--- config.mk ---
export PLATFORM = sky130hd
export DESIGN_NAME = fpe_sequencer
export DESIGN_NICKNAME = d
export VERILOG_FILES = /design/src/fpe_sequencer.v
export VERILOG_INCLUDE_DIRS = /design/src
export SDC_FILE = /design/constraint.sdc
export NUM_CORES = 1
export LEC_CHECK = 0
export BUFFER_PORTS_ARGS = -buffer_cell sky130_fd_sc_hd__buf_2
export CORE_UTILIZATION = 35
export CTS_BUF_LIST = sky130_fd_sc_hd__clkbuf_4 sky130_fd_sc_hd__clkbuf_8 sky130_fd_sc_hd__clkbuf_16
export DETAILED_ROUTE_END_ITERATION = 10
export PLACE_DENSITY = 0.51
export SYNTH_ARGS = -nofsm -noshare
export SYNTH_HDL_FRONTEND = slang
export SYNTH_SLANG_ARGS = --single-unit
--- constraint.sdc ---
create_clock -name clk_i -period 6.9 [get_ports clk_i]
set_clock_uncertainty 0.15 [all_clocks]
set_input_delay 0.345 -clock clk_i [delete_from_list [all_inputs] [get_ports clk_i]]
set_output_delay 0.345 -clock clk_i [all_outputs]
set_load 0.005 [all_outputs]
--- src/fpe_map.vh ---
`ifndef FPE_MAP_VH
`define FPE_MAP_VH
// opcodes
`define FPE_OP_PROG        8'h02
`define FPE_OP_QPROG       8'h32
`define FPE_OP_SECT_ERASE  8'h20
`define FPE_OP_BLK32_ERASE 8'h52
`define FPE_OP_BLK64_ERASE 8'hD8
// frame geometry in bits
`define FPE_OPCODE_BITS    8'h08
`define FPE_ADDR_END_BITS  8'h20
// erased byte value
`define FPE_ERASED_BYTE    8'hFF
// operation kinds reported to the array
`define FPE_KIND_PROG      3'h1
`define FPE_KIND_SECT      3'h2
`define FPE_KIND_BLK32     3'h3
`define FPE_KIND_BLK64     3'h4
// cycle times in microseconds and clock rate in MHz
`define FPE_CLK_MHZ        40
`define FPE_PROG_TIME_US   700
`define FPE_SECT_TIME_US   45000
`define FPE_BLK32_TIME_US  120000
`define FPE_BLK64_TIME_US  150000
`endif

--- src/fpe_sequencer.v ---
`timescale 1ns/1ps
`default_nettype none
`include "fpe_map.vh"
module fpe_sequencer #(
    parameter PROG_CYCLES  = (`FPE_PROG_TIME_US * `FPE_CLK_MHZ),
    parameter SECT_CYCLES  = (`FPE_SECT_TIME_US * `FPE_CLK_MHZ),
    parameter BLK32_CYCLES = (`FPE_BLK32_TIME_US * `FPE_CLK_MHZ),
    parameter BLK64_CYCLES = (`FPE_BLK64_TIME_US * `FPE_CLK_MHZ)
) (
    // clock and reset
    input  wire        clk_i,
    input  wire        arst_n_i,
    // serial link, sampled on this clock: one bit or nibble strobe per shift
    input  wire        cs_n_i,
    input  wire        shift_i,
    input  wire        serial_data_in_i,
    input  wire        quad_line0_i,
    input  wire        quad_line1_i,
    input  wire        quad_line2_i,
    input  wire        quad_line3_i,
    // configuration and status bits
    input  wire        four_line_command_mode_i,
    input  wire        quad_enable_bit_i,
    input  wire        write_enable_latch_i,
    input  wire        protect_complement_bit_i,
    input  wire        protect_granularity_bit_i,
    input  wire        protect_top_bottom_bit_i,
    input  wire        protect_range_bit2_i,
    input  wire        protect_range_bit1_i,
    input  wire        protect_range_bit0_i,
    input  wire        status_read_i,
    output wire        busy_o,
    output reg         clear_write_enable_o,
    output reg  [15:0] status_data_o,
    // array write port, data side through a two-entry buffer
    output wire        wr_valid_o,
    input  wire        wr_ready_i,
    output wire [23:0] wr_addr_o,
    output wire [7:0]  wr_data_o,
    output reg         op_start_o,
    output reg  [2:0]  op_kind_o,
    output reg  [23:0] op_addr_o,
    output reg         op_done_o
);

    localparam ST_IDLE = 2'h0;
    localparam ST_BUSY = 2'h1;
    localparam ST_HOLD = 2'h2;

    reg        rst_m;
    reg        rst_s;
    reg [1:0]  state;
    reg [7:0]  opcode;
    reg [23:0] addr;
    reg [7:0]  shreg;
    reg [7:0]  bitcnt;
    reg        quad;
    reg        rejected;
    reg [31:0] timer;
    reg        byte_taken;
    reg [7:0]  page_ofs;
    reg [8:0]  byte_count;
    // two-entry buffer storage
    reg [31:0] buf_mem [0:1];
    reg        buf_wp;
    reg        buf_rp;
    reg [1:0]  buf_cnt;

    wire       rst_n = rst_s;
    wire [3:0] nib = {quad_line3_i, quad_line2_i, quad_line1_i, quad_line0_i};
    wire       is_prog = (opcode == `FPE_OP_PROG) || (opcode == `FPE_OP_QPROG);
    wire       buf_full = (buf_cnt == 2'h2);
    // a whole byte waits at a boundary; taken once, and held back while the buffer is full
    wire       take_byte = (state == ST_IDLE) && !cs_n_i && !rejected && (opcode != 8'h00) && !shift_i
                           && (bitcnt[2:0] == 3'h0) && (bitcnt > 8'h88) && !byte_taken && !buf_full;

    // protected-range check; block granule 64 KB, sector granule 4 KB
    function prot_hit;
        input [23:0] a;
        input [2:0]  bp;
        input        sec;
        input        tb;
        input        cmp;
        reg   [5:0]  blk;
        reg          hit;
        begin
            blk = a[21:16];
            hit = 1'b0;
            if (bp == 3'h7)
                hit = 1'b1;
            else if (bp != 3'h0)
            begin
                if (sec)
                    hit = tb ? ({1'b0, a[21:12]} < (11'h001 << bp[1:0]))
                             : ({1'b0, a[21:12]} >= (11'h400 - (11'h001 << bp[1:0])));
                else
                    hit = tb ? ({1'b0, blk} < (7'h01 << bp))
                             : ({1'b0, blk} >= (7'h40 - (7'h01 << bp)));
            end
            prot_hit = cmp ? ~hit : hit;
        end
    endfunction

    // reset release through two flops
    always @(posedge clk_i or negedge arst_n_i)
    begin
        if (!arst_n_i)
        begin
            rst_m <= 1'b0;
            rst_s <= 1'b0;
        end
        else
        begin
            rst_m <= 1'b1;
            rst_s <= rst_m;
        end
    end

    assign busy_o = (state != ST_IDLE);

    // status answered in every state, even mid-cycle
    always @(posedge clk_i or negedge rst_n)
    begin
        if (!rst_n)
            status_data_o <= 16'h0000;
        else if (status_read_i)
            status_data_o <= {6'h00, quad_enable_bit_i, 7'h00, write_enable_latch_i, busy_o};
    end

    // buffer outputs
    assign wr_valid_o = (buf_cnt != 2'h0);
    assign wr_addr_o  = buf_mem[buf_rp][31:8];
    assign wr_data_o  = buf_mem[buf_rp][7:0];

    // frame shifting, command decode and self-timed cycle
    always @(posedge clk_i or negedge rst_n)
    begin
        if (!rst_n)
        begin
            state <= ST_IDLE; opcode <= 8'h00; addr <= 24'h000000;
            shreg <= 8'h00; bitcnt <= 8'h00; quad <= 1'b0; rejected <= 1'b0;
            timer <= 32'h00000000; byte_taken <= 1'b0; page_ofs <= 8'h00;
            byte_count <= 9'h000; buf_wp <= 1'b0; buf_rp <= 1'b0; buf_cnt <= 2'h0;
            clear_write_enable_o <= 1'b0; op_start_o <= 1'b0; op_kind_o <= 3'h0;
            op_addr_o <= 24'h000000; op_done_o <= 1'b0;
            buf_mem[0] <= 32'h00000000; buf_mem[1] <= 32'h00000000;
        end
        else
        begin
            clear_write_enable_o <= 1'b0;
            op_start_o <= 1'b0;
            op_done_o <= 1'b0;
            // buffer drain side
            if (wr_valid_o && wr_ready_i)
                buf_rp <= ~buf_rp;
            case (state)
            ST_IDLE:
            begin
                if (!cs_n_i && shift_i && !rejected)
                begin
                    byte_taken <= 1'b0;
                    // four-line mode shifts nibbles throughout; quad program switches after its opcode
                    if (four_line_command_mode_i || (quad && bitcnt >= `FPE_OPCODE_BITS))
                    begin
                        shreg <= {shreg[3:0], nib};
                        bitcnt <= bitcnt + 8'h04;
                    end
                    else
                    begin
                        shreg <= {shreg[6:0], serial_data_in_i};
                        bitcnt <= bitcnt + 8'h01;
                    end
                end
                // byte boundary reached this cycle
                if (!cs_n_i && !rejected && bitcnt[2:0] == 3'h0 && bitcnt != 8'h00 && !shift_i)
                begin
                    if (bitcnt == `FPE_OPCODE_BITS && opcode == 8'h00)
                    begin
                        opcode <= shreg;
                        quad <= (shreg == `FPE_OP_QPROG);
                        // latch, quad enable and mode gating
                        if (!write_enable_latch_i)
                            rejected <= 1'b1;
                        if (shreg == `FPE_OP_QPROG && (!quad_enable_bit_i || four_line_command_mode_i))
                            rejected <= 1'b1;
                        if (shreg != `FPE_OP_PROG && shreg != `FPE_OP_QPROG && shreg != `FPE_OP_SECT_ERASE
                            && shreg != `FPE_OP_BLK32_ERASE && shreg != `FPE_OP_BLK64_ERASE)
                            rejected <= 1'b1;
                        bitcnt <= bitcnt + 8'h80; // mark consumed without moving the byte count
                    end
                end
                if (cs_n_i)
                begin
                    // end of frame: accept only on a whole byte after the address
                    if (!rejected && opcode != 8'h00 && bitcnt[2:0] == 3'h0
                        && bitcnt >= `FPE_ADDR_END_BITS + 8'h80
                        && (!is_prog || byte_count != 9'h000))
                    begin
                        if (!prot_hit(addr, {protect_range_bit2_i, protect_range_bit1_i, protect_range_bit0_i},
                            protect_granularity_bit_i, protect_top_bottom_bit_i, protect_complement_bit_i))
                        begin
                            state <= ST_BUSY;
                            op_start_o <= 1'b1;
                            op_addr_o <= addr;
                            case (opcode)
                            `FPE_OP_SECT_ERASE:
                            begin
                                op_kind_o <= `FPE_KIND_SECT;
                                op_addr_o <= {addr[23:12], 12'h000};
                                timer <= SECT_CYCLES;
                            end
                            `FPE_OP_BLK32_ERASE:
                            begin
                                op_kind_o <= `FPE_KIND_BLK32;
                                op_addr_o <= {addr[23:15], 15'h0000};
                                timer <= BLK32_CYCLES;
                            end
                            `FPE_OP_BLK64_ERASE:
                            begin
                                op_kind_o <= `FPE_KIND_BLK64;
                                op_addr_o <= {addr[23:16], 16'h0000};
                                timer <= BLK64_CYCLES;
                            end
                            default:
                            begin
                                op_kind_o <= `FPE_KIND_PROG;
                                timer <= PROG_CYCLES;
                            end
                            endcase
                        end
                    end
                    opcode <= 8'h00; bitcnt <= 8'h00; rejected <= 1'b0; quad <= 1'b0; byte_taken <= 1'b0;
                    byte_count <= 9'h000;
                end
            end
            ST_BUSY:
            begin
                // new frames ignored while the cycle runs
                if (timer == 32'h00000001)
                    state <= ST_HOLD;
                timer <= timer - 32'h00000001;
            end
            ST_HOLD:
            begin
                // wait until buffered bytes reach the array before ending
                if (buf_cnt == 2'h0 || (buf_cnt == 2'h1 && wr_ready_i))
                begin
                    state <= ST_IDLE;
                    clear_write_enable_o <= 1'b1;
                    op_done_o <= 1'b1;
                end
            end
            default:
                state <= ST_IDLE;
            endcase
            // address capture and data byte handling on whole bytes
            if (take_byte)
            begin
                byte_taken <= 1'b1; // a byte counts once, the count stays on the boundary
                if (bitcnt <= `FPE_ADDR_END_BITS + 8'h80)
                begin
                    addr <= {addr[15:0], shreg};
                    page_ofs <= shreg;
                end
                else
                begin
                    if (is_prog)
                    begin
                        // data byte into the buffer; the low byte wraps inside the page
                        buf_mem[buf_wp] <= {addr[23:8], page_ofs, shreg};
                        buf_wp <= ~buf_wp;
                        page_ofs <= page_ofs + 8'h01;
                        if (byte_count != 9'h100)
                            byte_count <= byte_count + 9'h001;
                    end
                    // fold back to the address end so long bursts never overflow the count
                    bitcnt <= `FPE_ADDR_END_BITS + 8'h80;
                end
            end
            // occupancy follows both sides
            case ({take_byte && bitcnt > `FPE_ADDR_END_BITS + 8'h80 && is_prog,
                   wr_valid_o && wr_ready_i})
            2'b10:   buf_cnt <= buf_cnt + 2'h1;
            2'b01:   buf_cnt <= buf_cnt - 2'h1;
            default: buf_cnt <= buf_cnt;
            endcase
        end
    end

endmodule // fpe_sequencer
`default_nettype wire

==> impl_summary.md <==
Yosys
The number of different library cells used by synthesis comes to 72. The number of synthesized register bits is 204. In this run, synthesis inferred 0 flip-flops with an integrated enable. The number of warning messages in the yosys log is 0.

Among all flip-flop cells after synthesis, the most frequent one is sky130_fd_sc_hd__dfrtp_1. Of all flip-flops after synthesis, the portion carrying an async set or reset was 100.0%. Ranked by instance count, the synthesized netlist is headed by sky130_fd_sc_hd__dfrtp_1 (204), sky130_fd_sc_hd__mux2_2 (128), sky130_fd_sc_hd__nand2_1 (72), sky130_fd_sc_hd__nor2_1 (72), sky130_fd_sc_hd__a21oi_1 (46).

The mean area per synthesized cell is 10.61 µm². After synthesis, the largest area contributor takes up 48.21% of total cell area. The cell taking the most area after synthesis is sky130_fd_sc_hd__dfrtp_1.

In the post-synthesis netlist, the cell with the most instances is sky130_fd_sc_hd__dfrtp_1. Summing the sequential cell areas from Yosys gives 48.21% of the chip area. Ranked by total cell area, the synthesized netlist is headed by sky130_fd_sc_hd__dfrtp_1 (48%), sky130_fd_sc_hd__mux2_2 (14%), sky130_fd_sc_hd__ha_1 (4.1%), sky130_fd_sc_hd__nand2_1 (2.6%), sky130_fd_sc_hd__nor2_1 (2.6%). Summing every instance area after synthesis gives 10590 µm². The number of instances in the synthesized netlist is 998.

Drt
The mean routed wirelength per cell is 17.25 µm. The detail route stage leaves a number of antenna-violating nets equal to 0. The detailed router finished its first iteration with 460 violations. The detailed router placed 7625 vias in this run.

The detail-routed via count per cell is 5.162. After detailed routing, the number of remaining DRC violations is 0. The number of iterations in the first detailed-routing pass is 5.

After detailed routing, the total wire length is 25.48 mm.

Critical path
The cell type of the slowest stage on the worst timing path is sky130_fd_sc_hd__nand2b_4. Tracing the worst setup path back leads to its startpoint at protect_range_bit1_i. The critical path's largest stage delay is 490 ps. The data arrival time of the critical path is 4330 ps. The start of the worst register-to-register path is bitcnt[0]. Walking the worst path, the cells encountered are buf_2 -> inv_1 -> nand2_1 -> or2_2 -> ha_1 -> nand2_1 -> o21ai_0 -> a32o_1 -> ha_1 -> a21o_1 -> a211o_1 -> a41oi_1 -> o22ai_1 -> nand3_1 -> o2bb2ai_2 -> buf_4 -> nand2b_4 -> inv_2 -> mux2_2. STA classifies the critical path endpoint as a flop. The worst setup path is launched from an input pin. At the worst endpoint, the required time is 7140 ps. The largest driver fanout on the critical path is 35. The class of the most critical setup path is input pin to flop.

Placement
Including well taps, the total number of placed cells is 1423. The global placer's final weighted congestion is 0.8078. The half-perimeter wire length after placement is 17.00 mm. The number of buffer cells added on primary ports is 86.

Job
The number of maximum-capacitance constraint violations is 0.

Clocking
The total number of clock tree sinks is 204. CTS placed an instance of sky130_fd_sc_hd__clkbuf_16 at the clock tree root. The clock insertion delay at the later pin of the skew report is 520 ps.

Counting along the longest clock path gives a buffer depth of 3. The count of H-tree levels built during CTS is 1. TritonCTS created 24 clock buffers. The TritonCTS clock tree is done. Clock-pin slew was measured on the worst setup and hold paths at 60 ps.

Hold path
The startpoint identified for the worst hold timing path is cs_n_i. The worst hold-check path type is input pin to flop.

GRT
The initial antenna violation count is 0. The largest net degree at the start of global routing is 131. Global routing finished with a remaining overflow of 0. The via count of the first global-routing pass is 7395. The aggregate global-route resource usage is 16.81%. The global-route wire length before repair is 41.54 mm.

Timing
Measured against its own limit, the worst slew margin works out to 31.77%. The total count of max-transition violations in the final report was 0. The setup total negative slack is 0 ps.

Setup repair after global routing left no endpoint under its margin. The worst hold slack is 62.12 ps. The final hold violation count is 0. The routed design could run at a clock period as short as 4088 ps. The transition time at the pin with the least slew margin is 1024 ps. The post-route fraction of the period consumed by the critical path is 59.24%.

The maximum clock frequency is 0.2446 GHz. The count of endpoints failing setup in the final report is 0.

Floorplan
The die is 175.9 µm tall. The floorplan core area is 29720 µm². The initial utilization of the core area, before any placement, comes to 35.63%. During I/O placement, the number of pins put on the boundary was 100. Row generation in the floorplan step produced 63 rows. The die is 175.9 µm wide. The die area is 30950 µm².

Cells and area
At the end of the flow, the number of nets in the layout was 1124. The area added between synthesis and finish is 15.73%. The count of placed standard cells in the final layout, fillers left out is 1477. Once layout is complete, the utilization of the core stands at 41.24%. The filler cells instantiated in the layout total 2875. The share of layout cells above drive strength 1 is 26.49%. The number of antenna diodes in the final layout is 0.

Power and ir drop
The post-layout total power is 0.002869 W. The fraction of power consumed by the clock network is 49.2%. Net switching is 23.06% of the power. The share of total power dissipated in combinational logic is 6.9%. The switching power is 0.0006617 W. For this design the ratio of total power to cell area is 234.2 nW/µm². Sequential cells burn 43.8% of the power. The leakage component of the power is 5.821 nW. The internal power summed over all cells is 0.002208 W. The maximum vdd ir drop is 162.1 µV.

Outcome
The run finished with clean final reports.
-- cells in the final DEF, fill, tap and decap left out, drive strengths merged, types with 18 or more instances in the layout --
cell type | synthesis | final
ha | 35 | 35
dfrtp | 204 | 204
o21ai | 49 | 49
clkbuf | 36 | 34
nor4 | 18 | 18
buf | 36 | 94
a21oi | 46 | 46
inv | 36 | 36
nor2 | 72 | 72
nor3 | 22 | 22
nand2 | 72 | 72
nand3 | 34 | 34
xnor2 | 18 | 18
mux2 | 130 | 130
-- what timing repair did --
| action | CTS | global route |
|---|---|---|
| endpoints found under the setup margin | 0 | 0 |
| endpoints found under the hold margin | 9 | 0 |
| hold buffers | 10 | 0 |
| buffers inserted | 0 | 0 |
| gates resized for setup | 0 | 0 |
-- worst paths after layout --
| check | slack (ps) | to | depth (start not counted) |
|---|---|---|---|
| max | 2810 | op_addr_o[23] | 19 |
| min | 60 | bitcnt[3] | 2 |
| max reg2reg | 3360 | op_addr_o[23] | 11 |
| min reg2reg | 210 | rst_n | 0 |
| max in group asynchronous | 5000 | buf_mem[2] | 1 |
| min in group asynchronous | 340 | timer[0] | 0 |
-- layer usage --
metal	up-vias	global-route usage (%)	routed length, µm
li1	3687	-	-
met1	3755	24.84	12640
met2	158	26.14	11460
met3	25	2.239	1006
met4	0	3.478	371
met5	-	0	0
-- power by group through the flow --
stage	Sequential (W)	Clock, W	Combinational [W]
after CTS	0.00126	0.00145	0.000202
after floorplan	0.00126	0	0.000157
after global routing	0.00126	0.00150	0.000220
after detailed placement	0.00128	0	0.000197
final	0.00126	0.00141	0.000199
after global placement	0.00128	0	0.000194
-- critical path, delay by kind of cell --
family                   cells  cell delay [ps]
AND/OR/NAND/NOR              5             1120
AO/OA/AOI/OAI                7             1120
buffers and inverters        4              860
adder cells (fa/ha/maj)      2              550
multiplexers                 1              320
-- logic make-up (layout without fill, tap and decap cells) --
family	Yosys count	in the layout	synth area share (%)
and+or+nand+nor	306	306	14.78
muxes	146	146	15.41
xor gates and xnor gates	23	23	1.902
AOI/OAI and AO/OA	174	174	10.68
adders and majority gates	35	35	4.136
buffers and inverters	108	184	4.809
DFF	204	204	48.21
other	2	15	0.07092
-- sequential cells by signal, indices dropped and copies added, names as in the netlist, 2 cells and up --
name	count
addr	24
bitcnt	8
buf_cnt	2
buf_mem	64
byte_count	9
op_addr_o	24
op_kind_o	3
opcode	8
page_ofs	8
shreg	8
state	2
status_data_o	3
timer	32
-- final cells by class --
cell class | count | area [µm²] | share of cell area (%)
Inverter | 36 | 135.1 | 1.103
Clock buffer | 34 | 718.2 | 5.861
Multi-Input combinational cell | 699 | 5026 | 41.01
Tap cell | 390 | 488.0 | 3.982
Timing Repair Buffer | 104 | 603.1 | 4.921
Clock inverter | 10 | 175.2 | 1.429
Sequential cell | 204 | 5109 | 41.69
-- per-stage QoR --
stage	setup slack (ps)	cell area, µm²
6_report	2812	12250
5_1_grt	2475	12250
4_1_cts	2831	12250
3_5_place_dp	2305	11260
3_3_place_gp	2359	11260
2_1_floorplan	644.3	10640
No activity file was read; power rests on OpenSTA's default activity.
